$ cat config.mk
export PLATFORM = sky130hd
export DESIGN_NAME = pfm_pin_mux
export DESIGN_NICKNAME = d
export VERILOG_FILES = /design/src/hdl/pfm_pkg.sv /design/src/hdl/pfm_pin_mux.sv /design/src/hdl/pfm_edge_det.sv /design/src/hdl/pfm_phase_gen.sv
export SDC_FILE = /design/constraint.sdc
export NUM_CORES = 1
export LEC_CHECK = 0
export ABC_AREA = 1
export BUFFER_PORTS_ARGS = -buffer_cell sky130_fd_sc_hd__buf_2
export CAP_MARGIN = 20
export CORE_MARGIN = 5
export CORE_UTILIZATION = 44
export CTS_BUF_LIST = sky130_fd_sc_hd__clkbuf_2
export CTS_CLUSTER_SIZE = 14
export DETAILED_ROUTE_END_ITERATION = 12
export PLACE_DENSITY = 0.81
export SLEW_MARGIN = 25
export SYNTH_ARGS = -nofsm -noshare
export SYNTH_HDL_FRONTEND = slang
export SYNTH_SLANG_ARGS = --single-unit
$ cat constraint.sdc
create_clock -name sys_clk_in -period 1.66 [get_ports sys_clk_in]
set_input_delay 0.249 -clock sys_clk_in [delete_from_list [all_inputs] [get_ports sys_clk_in]]
set_output_delay 0.249 -clock sys_clk_in [all_outputs]
set_load 0.01 [all_outputs]
$ cat src/hdl/pfm_pkg.sv
// pfm_pkg: shared constants and carrier types for the pin function mux
// assumes: single 20 MHz clock, synchronous active-low reset
package pfm_pkg;
  // ----------------------------------------
  // sizes and field positions
  // ----------------------------------------
  localparam int unsigned num_cs = 8;
  localparam int unsigned num_uart = 4;
  localparam int unsigned edge_flag_level_bit = 7;
  localparam int unsigned edge_flag_capture_bit = 3;
  localparam int unsigned bus_ctrl_emulation_pos = 3;
  localparam int unsigned bus_ctrl_abort_pos = 5;
  localparam int unsigned bus_ctrl_nmi_pos = 6;
  localparam int unsigned serial_rx_enable_pos = 0;
  localparam int unsigned serial_tx_enable_pos = 4;
  // ----------------------------------------
  // reset values and timing
  // ----------------------------------------
  localparam logic [7:0] port7_data_reset = 8'hff;
  localparam logic [7:0] cs_enable_reset = 8'h00;
  localparam logic [7:0] edge_flag_reset = 8'h00;
  localparam int unsigned clk_period_ns = 50;
  localparam int unsigned phase_two_half_ns = 100;
  localparam int unsigned phase_two_half_cycles =
    (phase_two_half_ns + clk_period_ns - 1) / clk_period_ns;
  // ----------------------------------------
  // types
  // ----------------------------------------
  typedef enum logic [1:0] {pfm_cap_off, pfm_cap_fall, pfm_cap_rise, pfm_cap_both}
    pfm_cap_mode_type;
  typedef struct packed {
    logic emulation;
    logic abort_enable;
    logic nmi_enable;
  } pfm_bus_ctrl_type;
  typedef struct packed {
    logic irq;
    logic nmi;
    logic abort;
  } pfm_cpu_req_type;
endpackage : pfm_pkg

$ cat src/hdl/pfm_pin_mux.sv
// pfm_pin_mux: port pin alternate functions, level/nmi/abort requests, bus status pin
// assumes: all pins synchronous to sys_clk_in; register bits arrive as plain ports
//
// Operation
// - each chip select reaches its port 7 pin only when its enable bit is set
// - level interrupt input held low sets edge flag bit seven
// - level interrupt reaches cpu only with enable bit seven set and i flag clear
// - level request is not latched; it lasts while the input stays low
// - nmi enable bit set: every falling edge on nmi pin requests interrupt
// - i flag never blocks the nonmaskable request
// - abort enable bit set enables the abort function on the shared pin
// - serial receive enable turns the even port 6 pin into receive input
// - serial transmit enable turns the odd port 6 pin into transmit output
// - timer 4 counts negative input pulses when serial receive 0 is disabled
// - timer output pin toggles on every timer 4 time-out
// - timer 4 input shares pin P60 and its output pin P61
// - bus-available in phase-two low is high for internal bus use, low for external use
// - data-output-disable goes low in phase-two high during external writes
// - emulation: shared pin gives disable in phase-two high, bus-available in low
// - normal mode: bus-available in phase-two low, constant one in high
// - polarity bit clear: host selects with active-low chip select and write enable
// - polarity bit set: host select is the active-high chip select
// - host interrupt leaves on its own dedicated output
// - chosen pwm edges copy timer 7 counter to latch and set edge flag three
`timescale 1ns/1ps
`default_nettype none
module pfm_pin_mux #(
  parameter int unsigned NUM_CS = pfm_pkg::num_cs,
  parameter int unsigned NUM_UART = pfm_pkg::num_uart,
  parameter int unsigned TIMER_WIDTH = 16
) (
  input wire logic sys_clk_in,
  input wire logic resetn_in,
  // chip select port
  input wire logic [NUM_CS-1:0] chip_select_n_in,
  input wire logic [NUM_CS-1:0] chip_select_enable_reg_in,
  input wire logic [NUM_CS-1:0] port7_data_in,
  output logic [NUM_CS-1:0] chip_select_out_n,
  // interrupts
  input wire logic level_irq_in_n,
  input wire logic edge_enable_bit_seven_in,
  input wire logic cpu_irq_disable_in,
  input wire logic edge_flag_clear_in,
  output logic edge_flag_bit_seven_out,
  output logic level_irq_req_out,
  input wire logic nonmaskable_irq_in_n,
  input wire pfm_pkg::pfm_bus_ctrl_type bus_ctrl_in,
  output logic nmi_req_out,
  output logic abort_req_out,
  // serial takeover of port 6
  input wire logic [NUM_UART-1:0] serial_rx_enable_in,
  input wire logic [NUM_UART-1:0] serial_tx_enable_in,
  input wire logic [NUM_UART-1:0] serial_txd_in,
  input wire logic [2*NUM_UART-1:0] port6_pin_in,
  input wire logic [2*NUM_UART-1:0] port6_data_in,
  input wire logic [2*NUM_UART-1:0] port6_dir_in,
  output logic [NUM_UART-1:0] serial_rxd_out,
  output logic [2*NUM_UART-1:0] port6_pin_out,
  output logic [2*NUM_UART-1:0] port6_pin_oe_out,
  // timer 4 pins
  input wire logic timer4_enable_in,
  input wire logic timer4_timeout_in,
  output logic timer4_count_out,
  output logic timer4_wave_out,
  // bus status pin
  input wire logic cpu_external_bus_in,
  input wire logic cpu_external_write_in,
  output logic phase_two_clock_out,
  output logic bus_avail_out,
  output logic data_out_disable_n,
  // host parallel port
  input wire logic host_port_select_polarity_in,
  input wire logic host_port_select_pin_in,
  input wire logic host_port_write_en_n,
  input wire logic [2:0] host_port_reg_select_in,
  input wire logic host_irq_event_in,
  output logic host_port_access_out,
  output logic host_port_write_out,
  output logic [2:0] host_port_reg_out,
  output logic host_port_irq_out,
  // pulse width capture
  input wire logic capture_pin_in,
  input wire logic capture_edge_sel_lo,
  input wire logic capture_edge_sel_hi,
  input wire logic [TIMER_WIDTH-1:0] timer7_count_in,
  input wire logic edge_flag_three_clear_in,
  output logic [TIMER_WIDTH-1:0] timer7_latch_out,
  output logic edge_flag_bit_three_out
);
  // ----------------------------------------
  // clocks and edge detectors
  // ----------------------------------------
  logic phase_two;
  logic nmi_fall;
  logic abort_fall;
  logic tin_fall;
  logic cap_fall;
  logic cap_rise;
  pfm_pkg::pfm_cap_mode_type cap_mode;

  pfm_phase_gen u_phase (
    .sys_clk_in(sys_clk_in),
    .resetn_in(resetn_in),
    .phase_two_clock_out(phase_two),
    .phase_rise_out()
  );

  pfm_edge_det u_nmi_edge (
    .sys_clk_in(sys_clk_in),
    .resetn_in(resetn_in),
    .pin_in(nonmaskable_irq_in_n),
    .fall_out(nmi_fall),
    .rise_out()
  );

  pfm_edge_det u_tin_edge (
    .sys_clk_in(sys_clk_in),
    .resetn_in(resetn_in),
    .pin_in(port6_pin_in[0]),
    .fall_out(tin_fall),
    .rise_out()
  );

  pfm_edge_det u_cap_edge (
    .sys_clk_in(sys_clk_in),
    .resetn_in(resetn_in),
    .pin_in(capture_pin_in),
    .fall_out(cap_fall),
    .rise_out(cap_rise)
  );

  assign abort_fall = nmi_fall;
  assign cap_mode = pfm_pkg::pfm_cap_mode_type'({capture_edge_sel_hi, capture_edge_sel_lo});

  // ----------------------------------------
  // chip selects on port 7
  // ----------------------------------------
  always_ff @(posedge sys_clk_in) begin
    if (!resetn_in) begin
      chip_select_out_n <= pfm_pkg::port7_data_reset;
    end else begin
      for (int i = 0; i < NUM_CS; i++) begin
        chip_select_out_n[i] <= chip_select_enable_reg_in[i] ? chip_select_n_in[i]
                                                               : port7_data_in[i];
      end
    end
  end

  // ----------------------------------------
  // level, nonmaskable and abort requests
  // ----------------------------------------
  always_ff @(posedge sys_clk_in) begin
    if (!resetn_in) begin
      edge_flag_bit_seven_out <= 1'b0;
      level_irq_req_out <= 1'b0;
    end else begin
      // set wins over clear
      if (!level_irq_in_n) begin
        edge_flag_bit_seven_out <= 1'b1;
      end else if (edge_flag_clear_in) begin
        edge_flag_bit_seven_out <= 1'b0;
      end
      level_irq_req_out <= ~level_irq_in_n & edge_enable_bit_seven_in
                           & ~cpu_irq_disable_in;
    end
  end

  always_ff @(posedge sys_clk_in) begin
    if (!resetn_in) begin
      nmi_req_out <= 1'b0;
      abort_req_out <= 1'b0;
    end else begin
      nmi_req_out <= nmi_fall & bus_ctrl_in.nmi_enable;
      abort_req_out <= abort_fall & bus_ctrl_in.abort_enable;
    end
  end

  // ----------------------------------------
  // serial and timer 4 takeover of port 6
  // ----------------------------------------
  always_ff @(posedge sys_clk_in) begin
    if (!resetn_in) begin
      serial_rxd_out <= '1;
      port6_pin_out <= '0;
      port6_pin_oe_out <= '0;
    end else begin
      for (int u = 0; u < NUM_UART; u++) begin
        serial_rxd_out[u] <= serial_rx_enable_in[u] ? port6_pin_in[2*u] : 1'b1;
        port6_pin_out[2*u] <= port6_data_in[2*u];
        port6_pin_oe_out[2*u] <= port6_dir_in[2*u] & ~serial_rx_enable_in[u];
        if (serial_tx_enable_in[u]) begin
          port6_pin_out[2*u+1] <= serial_txd_in[u];
          port6_pin_oe_out[2*u+1] <= 1'b1;
        end else if (u == 0 && timer4_enable_in) begin
          port6_pin_out[1] <= timer4_wave_out;
          port6_pin_oe_out[1] <= 1'b1;
        end else begin
          port6_pin_out[2*u+1] <= port6_data_in[2*u+1];
          port6_pin_oe_out[2*u+1] <= port6_dir_in[2*u+1];
        end
      end
    end
  end

  always_ff @(posedge sys_clk_in) begin
    if (!resetn_in) begin
      timer4_count_out <= 1'b0;
      timer4_wave_out <= 1'b0;
    end else begin
      // input rate assumed below half phase-two
      timer4_count_out <= tin_fall & timer4_enable_in & ~serial_rx_enable_in[0];
      if (timer4_timeout_in) begin
        timer4_wave_out <= ~timer4_wave_out;
      end
    end
  end

  // ----------------------------------------
  // bus available and data output disable
  // ----------------------------------------
  always_ff @(posedge sys_clk_in) begin
    if (!resetn_in) begin
      phase_two_clock_out <= 1'b0;
      bus_avail_out <= 1'b1;
      data_out_disable_n <= 1'b1;
    end else begin
      phase_two_clock_out <= phase_two;
      if (!phase_two) begin
        bus_avail_out <= ~cpu_external_bus_in;
      end else if (bus_ctrl_in.emulation) begin
        bus_avail_out <= ~cpu_external_write_in;
      end else begin
        bus_avail_out <= 1'b1;
      end
      data_out_disable_n <= ~(phase_two & cpu_external_write_in);
    end
  end

  // ----------------------------------------
  // host parallel port select and interrupt
  // ----------------------------------------
  always_ff @(posedge sys_clk_in) begin
    if (!resetn_in) begin
      host_port_access_out <= 1'b0;
      host_port_write_out <= 1'b0;
      host_port_reg_out <= 3'h0;
      host_port_irq_out <= 1'b0;
    end else begin
      host_port_access_out <= host_port_select_polarity_in ? host_port_select_pin_in
                                                           : ~host_port_select_pin_in;
      host_port_write_out <= ~host_port_write_en_n;
      host_port_reg_out <= host_port_reg_select_in;
      host_port_irq_out <= host_irq_event_in;
    end
  end

  // ----------------------------------------
  // pulse width capture
  // ----------------------------------------
  logic cap_hit;
  always_comb begin
    case (cap_mode)
      pfm_pkg::pfm_cap_off: cap_hit = 1'b0;
      pfm_pkg::pfm_cap_fall: cap_hit = cap_fall;
      pfm_pkg::pfm_cap_rise: cap_hit = cap_rise;
      pfm_pkg::pfm_cap_both: cap_hit = cap_fall | cap_rise;
      default: cap_hit = 1'b0;
    endcase
  end

  always_ff @(posedge sys_clk_in) begin
    if (!resetn_in) begin
      timer7_latch_out <= '0;
      edge_flag_bit_three_out <= 1'b0;
    end else begin
      if (cap_hit) begin
        timer7_latch_out <= timer7_count_in;
        edge_flag_bit_three_out <= 1'b1;
      end else if (edge_flag_three_clear_in) begin
        edge_flag_bit_three_out <= 1'b0;
      end
    end
  end

  // ----------------------------------------
  // checks
  // ----------------------------------------
  property p_cs_mux;
    @(posedge sys_clk_in) disable iff (!resetn_in)
    chip_select_enable_reg_in[0] |=> chip_select_out_n[0] == $past(chip_select_n_in[0]);
  endproperty
  a_cs_mux: assert property (p_cs_mux) else $error("cs0 not routed");

  property p_level_flag;
    @(posedge sys_clk_in) disable iff (!resetn_in)
    !level_irq_in_n |=> edge_flag_bit_seven_out;
  endproperty
  a_level_flag: assert property (p_level_flag) else $error("flag seven not set");

  property p_level_req;
    @(posedge sys_clk_in) disable iff (!resetn_in)
    level_irq_req_out |-> $past(edge_enable_bit_seven_in) && !$past(cpu_irq_disable_in);
  endproperty
  a_level_req: assert property (p_level_req) else $error("level req while masked");

  property p_level_hold;
    @(posedge sys_clk_in) disable iff (!resetn_in)
    level_irq_req_out && $past(level_irq_in_n) |-> 1'b0;
  endproperty
  a_level_hold: assert property (p_level_hold) else $error("level req latched");

  property p_nmi;
    @(posedge sys_clk_in) disable iff (!resetn_in)
    $fell(nonmaskable_irq_in_n) && bus_ctrl_in.nmi_enable |=> nmi_req_out;
  endproperty
  a_nmi: assert property (p_nmi) else $error("nmi edge missed");

  property p_abort;
    @(posedge sys_clk_in) disable iff (!resetn_in)
    abort_req_out |-> $past(bus_ctrl_in.abort_enable);
  endproperty
  a_abort: assert property (p_abort) else $error("abort while disabled");

  property p_timer4_wave_out;
    @(posedge sys_clk_in) disable iff (!resetn_in)
    timer4_timeout_in |=> timer4_wave_out != $past(timer4_wave_out);
  endproperty
  a_timer4_wave_out: assert property (p_timer4_wave_out) else $error("timer output did not toggle");

  property p_ba_normal;
    @(posedge sys_clk_in) disable iff (!resetn_in)
    phase_two && !bus_ctrl_in.emulation |=> bus_avail_out;
  endproperty
  a_ba_normal: assert property (p_ba_normal) else $error("ba not high in phase high");

  property p_dod;
    @(posedge sys_clk_in) disable iff (!resetn_in)
    !data_out_disable_n |-> $past(phase_two) && $past(cpu_external_write_in);
  endproperty
  a_dod: assert property (p_dod) else $error("disable low outside write");

  property p_cap;
    @(posedge sys_clk_in) disable iff (!resetn_in)
    cap_hit |=> edge_flag_bit_three_out && timer7_latch_out == $past(timer7_count_in);
  endproperty
  a_cap: assert property (p_cap) else $error("capture missed");
endmodule : pfm_pin_mux
`default_nettype wire

$ cat src/hdl/pfm_edge_det.sv
// pfm_edge_det: registered edge detector for a pin sampled on the system clock
// assumes: input synchronous to sys_clk_in
`timescale 1ns/1ps
`default_nettype none
module pfm_edge_det (
  input wire logic sys_clk_in,
  input wire logic resetn_in,
  input wire logic pin_in,
  output logic fall_out,
  output logic rise_out
);
  logic prev;

  always_ff @(posedge sys_clk_in) begin
    if (!resetn_in) begin
      // track the pin through reset so release never shows a false edge
      prev <= pin_in;
    end else begin
      prev <= pin_in;
    end
  end

  assign fall_out = prev & ~pin_in;
  assign rise_out = ~prev & pin_in;
endmodule : pfm_edge_det
`default_nettype wire

$ cat src/hdl/pfm_phase_gen.sv
// pfm_phase_gen: divider giving the phase-two clock level and its rising pulse
// assumes: single system clock, synchronous reset
`timescale 1ns/1ps
`default_nettype none
module pfm_phase_gen #(
  parameter int unsigned HALF_CYCLES = pfm_pkg::phase_two_half_cycles
) (
  input wire logic sys_clk_in,
  input wire logic resetn_in,
  output logic phase_two_clock_out,
  output logic phase_rise_out
);
  logic [7:0] count;

  always_ff @(posedge sys_clk_in) begin
    if (!resetn_in) begin
      count <= 8'h00;
      phase_two_clock_out <= 1'b0;
      phase_rise_out <= 1'b0;
    end else if (count == 8'(HALF_CYCLES - 1)) begin
      count <= 8'h00;
      phase_two_clock_out <= ~phase_two_clock_out;
      phase_rise_out <= ~phase_two_clock_out;
    end else begin
      count <= count + 8'h01;
      phase_rise_out <= 1'b0;
    end
  end
endmodule : pfm_phase_gen
`default_nettype wire

==> results by stage, run 1 <==
Timing:
- The setup skew after layout is about 0.027 ns.
- The final period demand of the worst path is between 1.5 and 2 ns.
- The final critical path takes up a little over 90% of the cycle.
- The number of failing hold endpoints at the final stage came to 0.
- The fmax is between 600 and 700 MHz.
- After layout, the worst setup slack is ~0.11 ns.
- The count of final setup violators is 0.
- The number of pins with negative max-slew slack in the final report is 0.
- The summed negative setup slack over all endpoints is 0 ns.
- The measured slew at the worst slew-check pin is slightly below 0.7 ns.
- Setup repair after global routing left no endpoint under its margin.
- The worst max-slew margin expressed relative to the limit is between 50 and 60%.

Global route:
- The global routing usage summed across all routing layers is a little under a quarter.
- The number of antenna violations at the first check in global routing is 0.
- Global routing finished with a remaining overflow of 0.
- Entering global routing, the biggest net connects 25 pins.
- The wire length of the first global-routing pass is about 14000 um.
- The via count of the first global-routing pass is about 3000.

Worst hold path:
- The min-delay analysis places its worst path in the category in2reg.

Yosys:
- After synthesis, the largest area contributor takes up 54.9% of total cell area.
- The most area-hungry cell type in the Yosys netlist is sky130_fd_sc_hd__dfxtp_1.
- The most used flip-flop cell after synthesis is sky130_fd_sc_hd__dfxtp_1.
- A synthesized cell averages between 7 and 8 um2.
- Counting every net in the synthesized netlist gives about 440.
- The number of synthesized flops with an enable pin is 0.
- The total number of yosys warnings is 0.
- Sequential cells were found to cover between 50% and 60% of the synthesized design area.
- For this run, asynchronously set or reset flops after synthesis account for 0%.
- After synthesis, the cell types taking the most area are sky130_fd_sc_hd__dfxtp_1 55%, sky130_fd_sc_hd__inv_1 8.7%, sky130_fd_sc_hd__nand2_1 8.3%.
- Yosys instantiated no cell more often than sky130_fd_sc_hd__dfxtp_1.
- The gate count after technology mapping is 336.
- In this run, synthesis produced a sequential element count of between 70 and 80.
- The number of distinct library cells after synthesis is 24.
- Summing every instance area after synthesis gives around 2600 um2.
- Sorting the synthesized cells by how often they occur yields 72 x sky130_fd_sc_hd__dfxtp_1, 61 x sky130_fd_sc_hd__inv_1, 58 x sky130_fd_sc_hd__nand2_1, 58 x sky130_fd_sc_hd__nor2_1, 26 x sky130_fd_sc_hd__nand3_1.

Die:
- Measured along the y axis, the die boundary spans around 87 um.
- The floorplan die width is a little under 90 um.
- The die outline area is ~7600 um2.
- The total core area is about 5900 um2.
- The number of placed I/O pins is around 160.
- Once the floorplan was initialized, standard cells occupied ~45% of the core.
- The count of standard-cell rows is 28.

Clocking:
- The clock buffer count from CTS is 9.
- The post-CTS clock slew at the launch and capture registers of the worst setup and hold paths is ~0.20 ns.
- The total clock sinks is just over 70.
- The number of setup buffers added after CTS is 0.
- For the worst-skew pair, the clock arrives at the later sink with an insertion delay of 0.47 ns.
- The CTS tree is done.
- The master cell of the clock root buffer is sky130_fd_sc_hd__clkbuf_2.
- The hold-fix buffer count after cts is 61.
- The worst-case clock buffer depth is 2.
- The number of gates resized after cts is 0.
- The number of levels the H-tree was split into is 3.

Final layout:
- 0 antenna diodes ended up in the layout.
- Counting the fill cells in the layout gives slightly above 400.
- In the final layout, the share of cells above drive strength 1 is about a third.
- After the last flow step, the layout net total stands at between 600 and 700.
- At the end of the flow the core is filled with cells to between 70 and 80%.
- The area added between synthesis and finish is 61.7%.

Setup path:
- The type of the setup path with the least slack is in2reg.
- Of all nets on the critical path, the largest fanout is 17.
- The worst setup path is captured at a register.
- At the worst endpoint, the arrival time is 1.94 ns.
- The critical path data required time is slightly above 2 ns.
- The element type at the critical path start is a primary input.

Flow run:
- The number of maximum-capacitance violations is 0.

Placed design:
- The half-perimeter wire length after detailed placement is around 5200 um.
- The quantity of I/O buffers inserted on ports is 156.
- The worst setup slack after placement is 0.141 ns.
- The final weighted congestion in routability-driven placement is 0.816.

Drt:
- In the routed design, unresolved DRC markers number 0.
- For this block, the initial DRC count from the detailed router was 63.
- The count of nets left with antenna violations once routing finished came out at 0.
- The total routed wirelength is slightly below 9000 um.
- Across all layers, the routed design uses approximately 3000 vias.
- The length of the first detailed-routing pass in iterations is 4.
- After detailed routing, the average wire length per cell comes to ~14 um.
- The detail-routed via count per cell is between 4 and 5.

Outcome:
- The run finished with clean final reports.

Power:
- The ratio of total power to cell area is roughly 900 nW/um2.
- Overall power consumption after layout is estimated at roughly 3.8 mW.
- The worst-case IR drop observed on VDD is about 0.00060 V.
- In this run the static leakage power is 2.32 nW.
## layer usage
layer	global-route usage, %	vias up	wire length (um)
met4	12.7	0	349
met5	0	-	0
met3	5.96	34	725
met2	43.3	136	4730
met1	22.5	1323	2880
li1	-	1463	-
## cell families after synthesis
group	share of synthesized area, %
xor+xnor	1.00
compound gates	6.53
simple gates	24.3
fa+ha+maj	1.91
buf+inv	11.3
flops	54.9
## path summary, 6_finish.rpt
path	start	endpoint	slack, ns	depth (start not counted)
min	port6_dir_in[1]	port6_pin_oe_out[1]	0.04	3
max reg2reg	u_cap_edge.prev	edge_flag_bit_three_out	0.22	6
max	capture_pin_in	edge_flag_bit_three_out	0.11	9
min reg2reg	u_nmi_edge.prev	nmi_req_out	0.47	2
## power by group
part | switching, mW | total (mW) | internal (mW)
sequential | 0.0509 | 1.89 | 1.84
clock | 0.625 | 1.28 | 0.651
combinational | 0.325 | 0.665 | 0.340
## flip-flops by register name, summed over array words and instances (netlist names), 3 cells and up
signal,cells
serial_rxd_out,4
timer7_latch_out,16
chip_select_out_n,8
port6_pin_oe_out,8
u_phase.count,8
host_port_reg_out,3
port6_pin_out,8
## worst max-delay path, stage by stage
cell	delay [ns]
sky130_fd_sc_hd__dlygate4sd3_1	0.53
sky130_fd_sc_hd__buf_2	0.12
sky130_fd_sc_hd__inv_1	0.04
sky130_fd_sc_hd__ha_1	0.26
sky130_fd_sc_hd__inv_1	0.05
sky130_fd_sc_hd__nand3_1	0.08
sky130_fd_sc_hd__nand3_2	0.29
sky130_fd_sc_hd__o21ai_0	0.26
sky130_fd_sc_hd__inv_1	0.05
## layout by cell type, fill, tap and decap left out
cell                            instances
sky130_fd_sc_hd__nand2_2                1
sky130_fd_sc_hd__nand4_1                1
sky130_fd_sc_hd__nand3b_1               3
sky130_fd_sc_hd__dfxtp_1               72
sky130_fd_sc_hd__clkinv_2               1
sky130_fd_sc_hd__nand2_1               58
sky130_fd_sc_hd__buf_4                  3
sky130_fd_sc_hd__inv_6                  1
sky130_fd_sc_hd__nor2_1                58
sky130_fd_sc_hd__a32oi_1                1
sky130_fd_sc_hd__xnor2_1                2
sky130_fd_sc_hd__o21ai_0               14
sky130_fd_sc_hd__nor3_1                 1
sky130_fd_sc_hd__clkbuf_2               9
sky130_fd_sc_hd__nand3_4                1
sky130_fd_sc_hd__nor4_1                 1
sky130_fd_sc_hd__buf_2                156
sky130_fd_sc_hd__a21oi_1               17
sky130_fd_sc_hd__nand3_2                1
sky130_fd_sc_hd__ha_1                   4
sky130_fd_sc_hd__xor2_1                 1
sky130_fd_sc_hd__inv_1                 61
sky130_fd_sc_hd__o211ai_1               1
sky130_fd_sc_hd__nand3_1               26
sky130_fd_sc_hd__clkinvlp_4             2
sky130_fd_sc_hd__bufinv_16              3
sky130_fd_sc_hd__dlygate4sd3_1         62
sky130_fd_sc_hd__inv_2                  2
## final cells by class
cell class	count	area, um2	share of cell area, %
clock buffers	9	45.0	1.06
flip-flops and latches	72	1440	33.9
inverters	63	236	5.57
well taps	75	93.8	2.21
repair buffers	221	1420	33.5
clock inverters	7	119	2.80
multi-input cells	191	887	20.9
## through the flow
stage / cells / cell area [um2] / hold slack [ns]
floorplan: 336 / 2630 / 0.277
global placement: 560 / 3460 / 0.369
detailed placement: 560 / 3460 / 0.371
CTS: 637 / 4240 / 0.00981
global route: 638 / 4250 / 0.00751
finish: 638 / 4250 / 0.0385
Power figures use the tool's default switching activity.
==> run 2: changes to the inputs <==
PLACE_DENSITY = default   (was 0.81)
PLACE_DENSITY_LB_ADDON = 0.2   (was default)
REMOVE_ABC_BUFFERS = 1   (was default)
==> run 2 against run 1 <==
Compared with the run above: total power is 10% lower; cell count rose by 0.31%; combinational power shrank 0.8%; critical endpoint unchanged.
==> results by stage, run 2 (same netlist as run 1, synthesis figures left out) <==
Outcome:
- The flow ran to the end, and the final reports show no timing, DRC or antenna violations.

Clocking:
- The clock buffer count from CTS is 9 (unchanged).
- CTS placed an instance of sky130_fd_sc_hd__clkbuf_2 at the clock tree root.
- The number of setup buffers added after CTS is 0 (unchanged).
- The number of levels the H-tree was split into is 3 (unchanged).
- The post-CTS clock slew at the launch and capture registers of the worst setup and hold paths is 0.18 ns (-0.02 ns).
- The clock insertion delay at the later pin of the skew report was 0.48 ns (about the same).
- The worst-case clock buffer depth is 2 (unchanged).
- The number of gates resized after cts is 0 (unchanged).
- The CTS tree is done.
- The total clock sinks is 72 (unchanged).
- The hold-fix buffer count after cts is 65 (+6.6%).

Timing:
- The measured slew at the worst slew-check pin is 0.539 ns (-0.140 ns).
- The number of failing hold endpoints at the final stage came to 0 (unchanged).
- The fmax came to 653 MHz (+1.3%).
- The count of final setup violators is 0 (unchanged).
- The final period demand of the worst path came to 1.53 ns (-0.0194 ns).
- The period utilization came to 92.2% (-1.2 points).
- The number of pins with negative max-slew slack in the final report was 0 (unchanged).
- The worst max-slew margin expressed relative to the limit is 64.0% (+9.3 points).
- Setup repair after global routing left no endpoint under its margin.
- The setup skew after layout is 0.0229 ns (-0.00368 ns).
- The summed negative setup slack over all endpoints was 0 ns (unchanged).

Setup path:
- The worst setup path is captured at a register.
- By instance count, the cell type seen most on the critical path is sky130_fd_sc_hd__inv_1.
- On the critical path, the stage with the largest delay is an instance of sky130_fd_sc_hd__dlygate4sd3_1.
- The critical path data required time was 2.04 ns (about the same).
- The buffering stage count on the worst path with inverters included is 5 (unchanged).
- The delay contributed by the slowest stage of the critical path is 0.52 ns (about the same).
- The signal on the critical path passes through dlygate4sd3_1 -> buf_2 -> inv_1 -> ha_1 -> inv_1 -> nand3_1 -> nand3_2 -> o21ai_0 -> inv_1.
- The dominant delay contributor by cell family on the critical path is buffers and inverters.
- The maximum fanout count along the critical path was 17 (unchanged).
- The element type at the critical path start is a primary input.
- The setup path with the least slack is of type in2reg.
- The worst path arrival time was 1.91 ns (-0.03 ns).

Global route:
- The remaining global-route overflow is 0 (unchanged).
- The global routing usage summed across all routing layers is 21.6% (-1.5 points).
- The wire length of the first global-routing pass is 12800 um (-6.0%).
- The via count of the first global-routing pass is 2990 (-0.43%).
- The number of antenna violations at the first check in global routing is 0 (unchanged).
- The largest net degree at the start of global routing came to 27 (+8.0%).

Final layout:
- The total of fill cells in the finished design is 461 (+12%).
- In the layout the commonest cells are 156 x sky130_fd_sc_hd__buf_2, 72 x sky130_fd_sc_hd__dfxtp_1, 65 x sky130_fd_sc_hd__dlygate4sd3_1, 61 x sky130_fd_sc_hd__inv_1.
- The share of post-route cells with drive strength above 1 is 31.2% (-0.82 points).
- The post-layout instance count excluding filler cells is 640 (+0.31%).
- The count of antenna diodes in the layout is 0 (unchanged).
- The area added between synthesis and finish is 60.3%.
- The commonest non-fill, non-tap cell in the layout is sky130_fd_sc_hd__buf_2.
- The number of flip-flops under the largest register name is 16 (unchanged).
- Ranked by flip-flop count, first place goes to timer7_latch_out.
- The final-stage net count is 666 (+0.45%).

Drt:
- The number of design rule violations left after detail routing came to 0 (unchanged).
- The number of DRC markers after the initial detailed-route iteration is 147 (+130%).
- The length of the first detailed-routing pass in iterations was 4 (unchanged).
- The average routed wire per standard cell is 12.4 um (-9.3%).
- The count of vias placed by the detailed router is 2849 (-3.6%).
- The total routed wirelength came to 7900 um (-9.0%).
- The detail-routed via count per cell was 4.45 (-3.9%).
- The number of nets with antenna violations after routing is 0 (unchanged).

Power:
- The cell internal power dissipation was 2.51 mW (-12%).
- The part of the power in registers is 54.8% (+5.4 points).
- The share of total power in the clock network came to 26.1% (-7.2 points).
- The net switching power is 938 uW (-6.3%).
- The combinational group share of total power came to 19.2% (+1.9 points).
- The largest vdd supply drop is 0.000482 V (-20%).
- The static power due to leakage is 2.31 nW (-0.43%).
- The switching portion of total power is 27.2% (+1.1 points).
- The ratio of total power to cell area is 818 nW/um2 (-9.4%).

Die:
- The vertical extent of the die came to 87.3 um (unchanged).
- The count of standard-cell rows came to 28 (unchanged).
- The die outline area is 7610 um2 (unchanged).
- The total core area is 5850 um2 (unchanged).
- The floorplan die width is 87.3 um (unchanged).
- The number of placed I/O pins is 161 (unchanged).
- The effective utilization at floorplan is 44.9% (unchanged).

Placed design:
- The final weighted congestion in routability-driven placement was 0.765 (-6.2%).
- The quantity of I/O buffers inserted on ports is 156 (unchanged).
- The placed instance count was 560 (unchanged).
- The half-perimeter wire length after detailed placement is 5230 um (+0.97%).

Flow run:
- The number of maximum-capacitance violations is 0 (unchanged).

Worst hold path:
- The path category of the worst min-delay check is in2reg.
-- run 2: cell types whose count changed in the layout (fill, tap and decap cells not counted) --
cell and delta:
sky130_fd_sc_hd__bufinv_16 -2, sky130_fd_sc_hd__clkinv_1 +3, sky130_fd_sc_hd__clkinv_2 +1, sky130_fd_sc_hd__clkinvlp_4 -2, sky130_fd_sc_hd__dlygate4sd3_1 +3, sky130_fd_sc_hd__inv_6 -1
-- run 2: power groups by stage --
stage / Combinational, mW / Sequential [mW] / Clock [mW]
floorplan: 0.198 / 1.97 / 0
global placement: 0.517 / 1.92 / 0
detailed placement: 0.530 / 1.92 / 0
CTS: 0.655 / 1.89 / 0.928
global route: 0.738 / 1.90 / 1.02
finish: 0.660 / 1.89 / 0.898
-- run 2: final timing paths --
check                                          from  slack, ns                      end  depth (start not counted)
worst max register to register      u_cap_edge.prev       0.24  edge_flag_bit_three_out                          6
worst max-delay path                 capture_pin_in       0.13  edge_flag_bit_three_out                          9
worst min register to register      u_nmi_edge.prev       0.45              nmi_req_out                          2
worst min-delay path            timer7_count_in[15]       0.09     timer7_latch_out[15]                          5
-- run 2: area by class of cell --
type,count,area [um2],share of cell area (%)
well taps,75,93.8,2.23
flip-flops and latches,72,1440,34.2
clock inverters,6,51.3,1.22
inverters,63,236,5.62
clock buffers,9,45.0,1.07
multi-input cells,191,887,21.1
repair buffers,224,1450,34.5
-- run 2: per-layer routing --
metal | vias to the layer above | GRT usage, % | share of wire (%)
li1 | 1465 | - | -
met5 | - | 0 | 0
met4 | 0 | 12.0 | 3.4
met2 | 89 | 39.3 | 54
met1 | 1270 | 21.6 | 36
met3 | 25 | 6.43 | 6.6
-- run 2: worst min-delay path, cell delays in order --
cell and delay, ns:
sky130_fd_sc_hd__buf_2 0.09, sky130_fd_sc_hd__inv_1 0.04, sky130_fd_sc_hd__nand3_1 0.06, sky130_fd_sc_hd__nand2_1 0.05, sky130_fd_sc_hd__nor2_1 0.03
-- run 2: stage by stage --
stage                     hold slack [ns]  power (mW)  worst slack (ns)  instance area (um2)  util [%]
after floorplan                     0.277        2.17             0.435                 2560         -
after global placement              0.368        2.44             0.160                 3460      59.2
after detailed placement            0.367        2.45             0.131                 3460      59.2
after CTS                          0.0295        3.47             0.150                 4210      71.9
after global routing               0.0415        3.66            0.0247                 4210      71.9
final                              0.0881        3.44             0.129                 4210      71.9
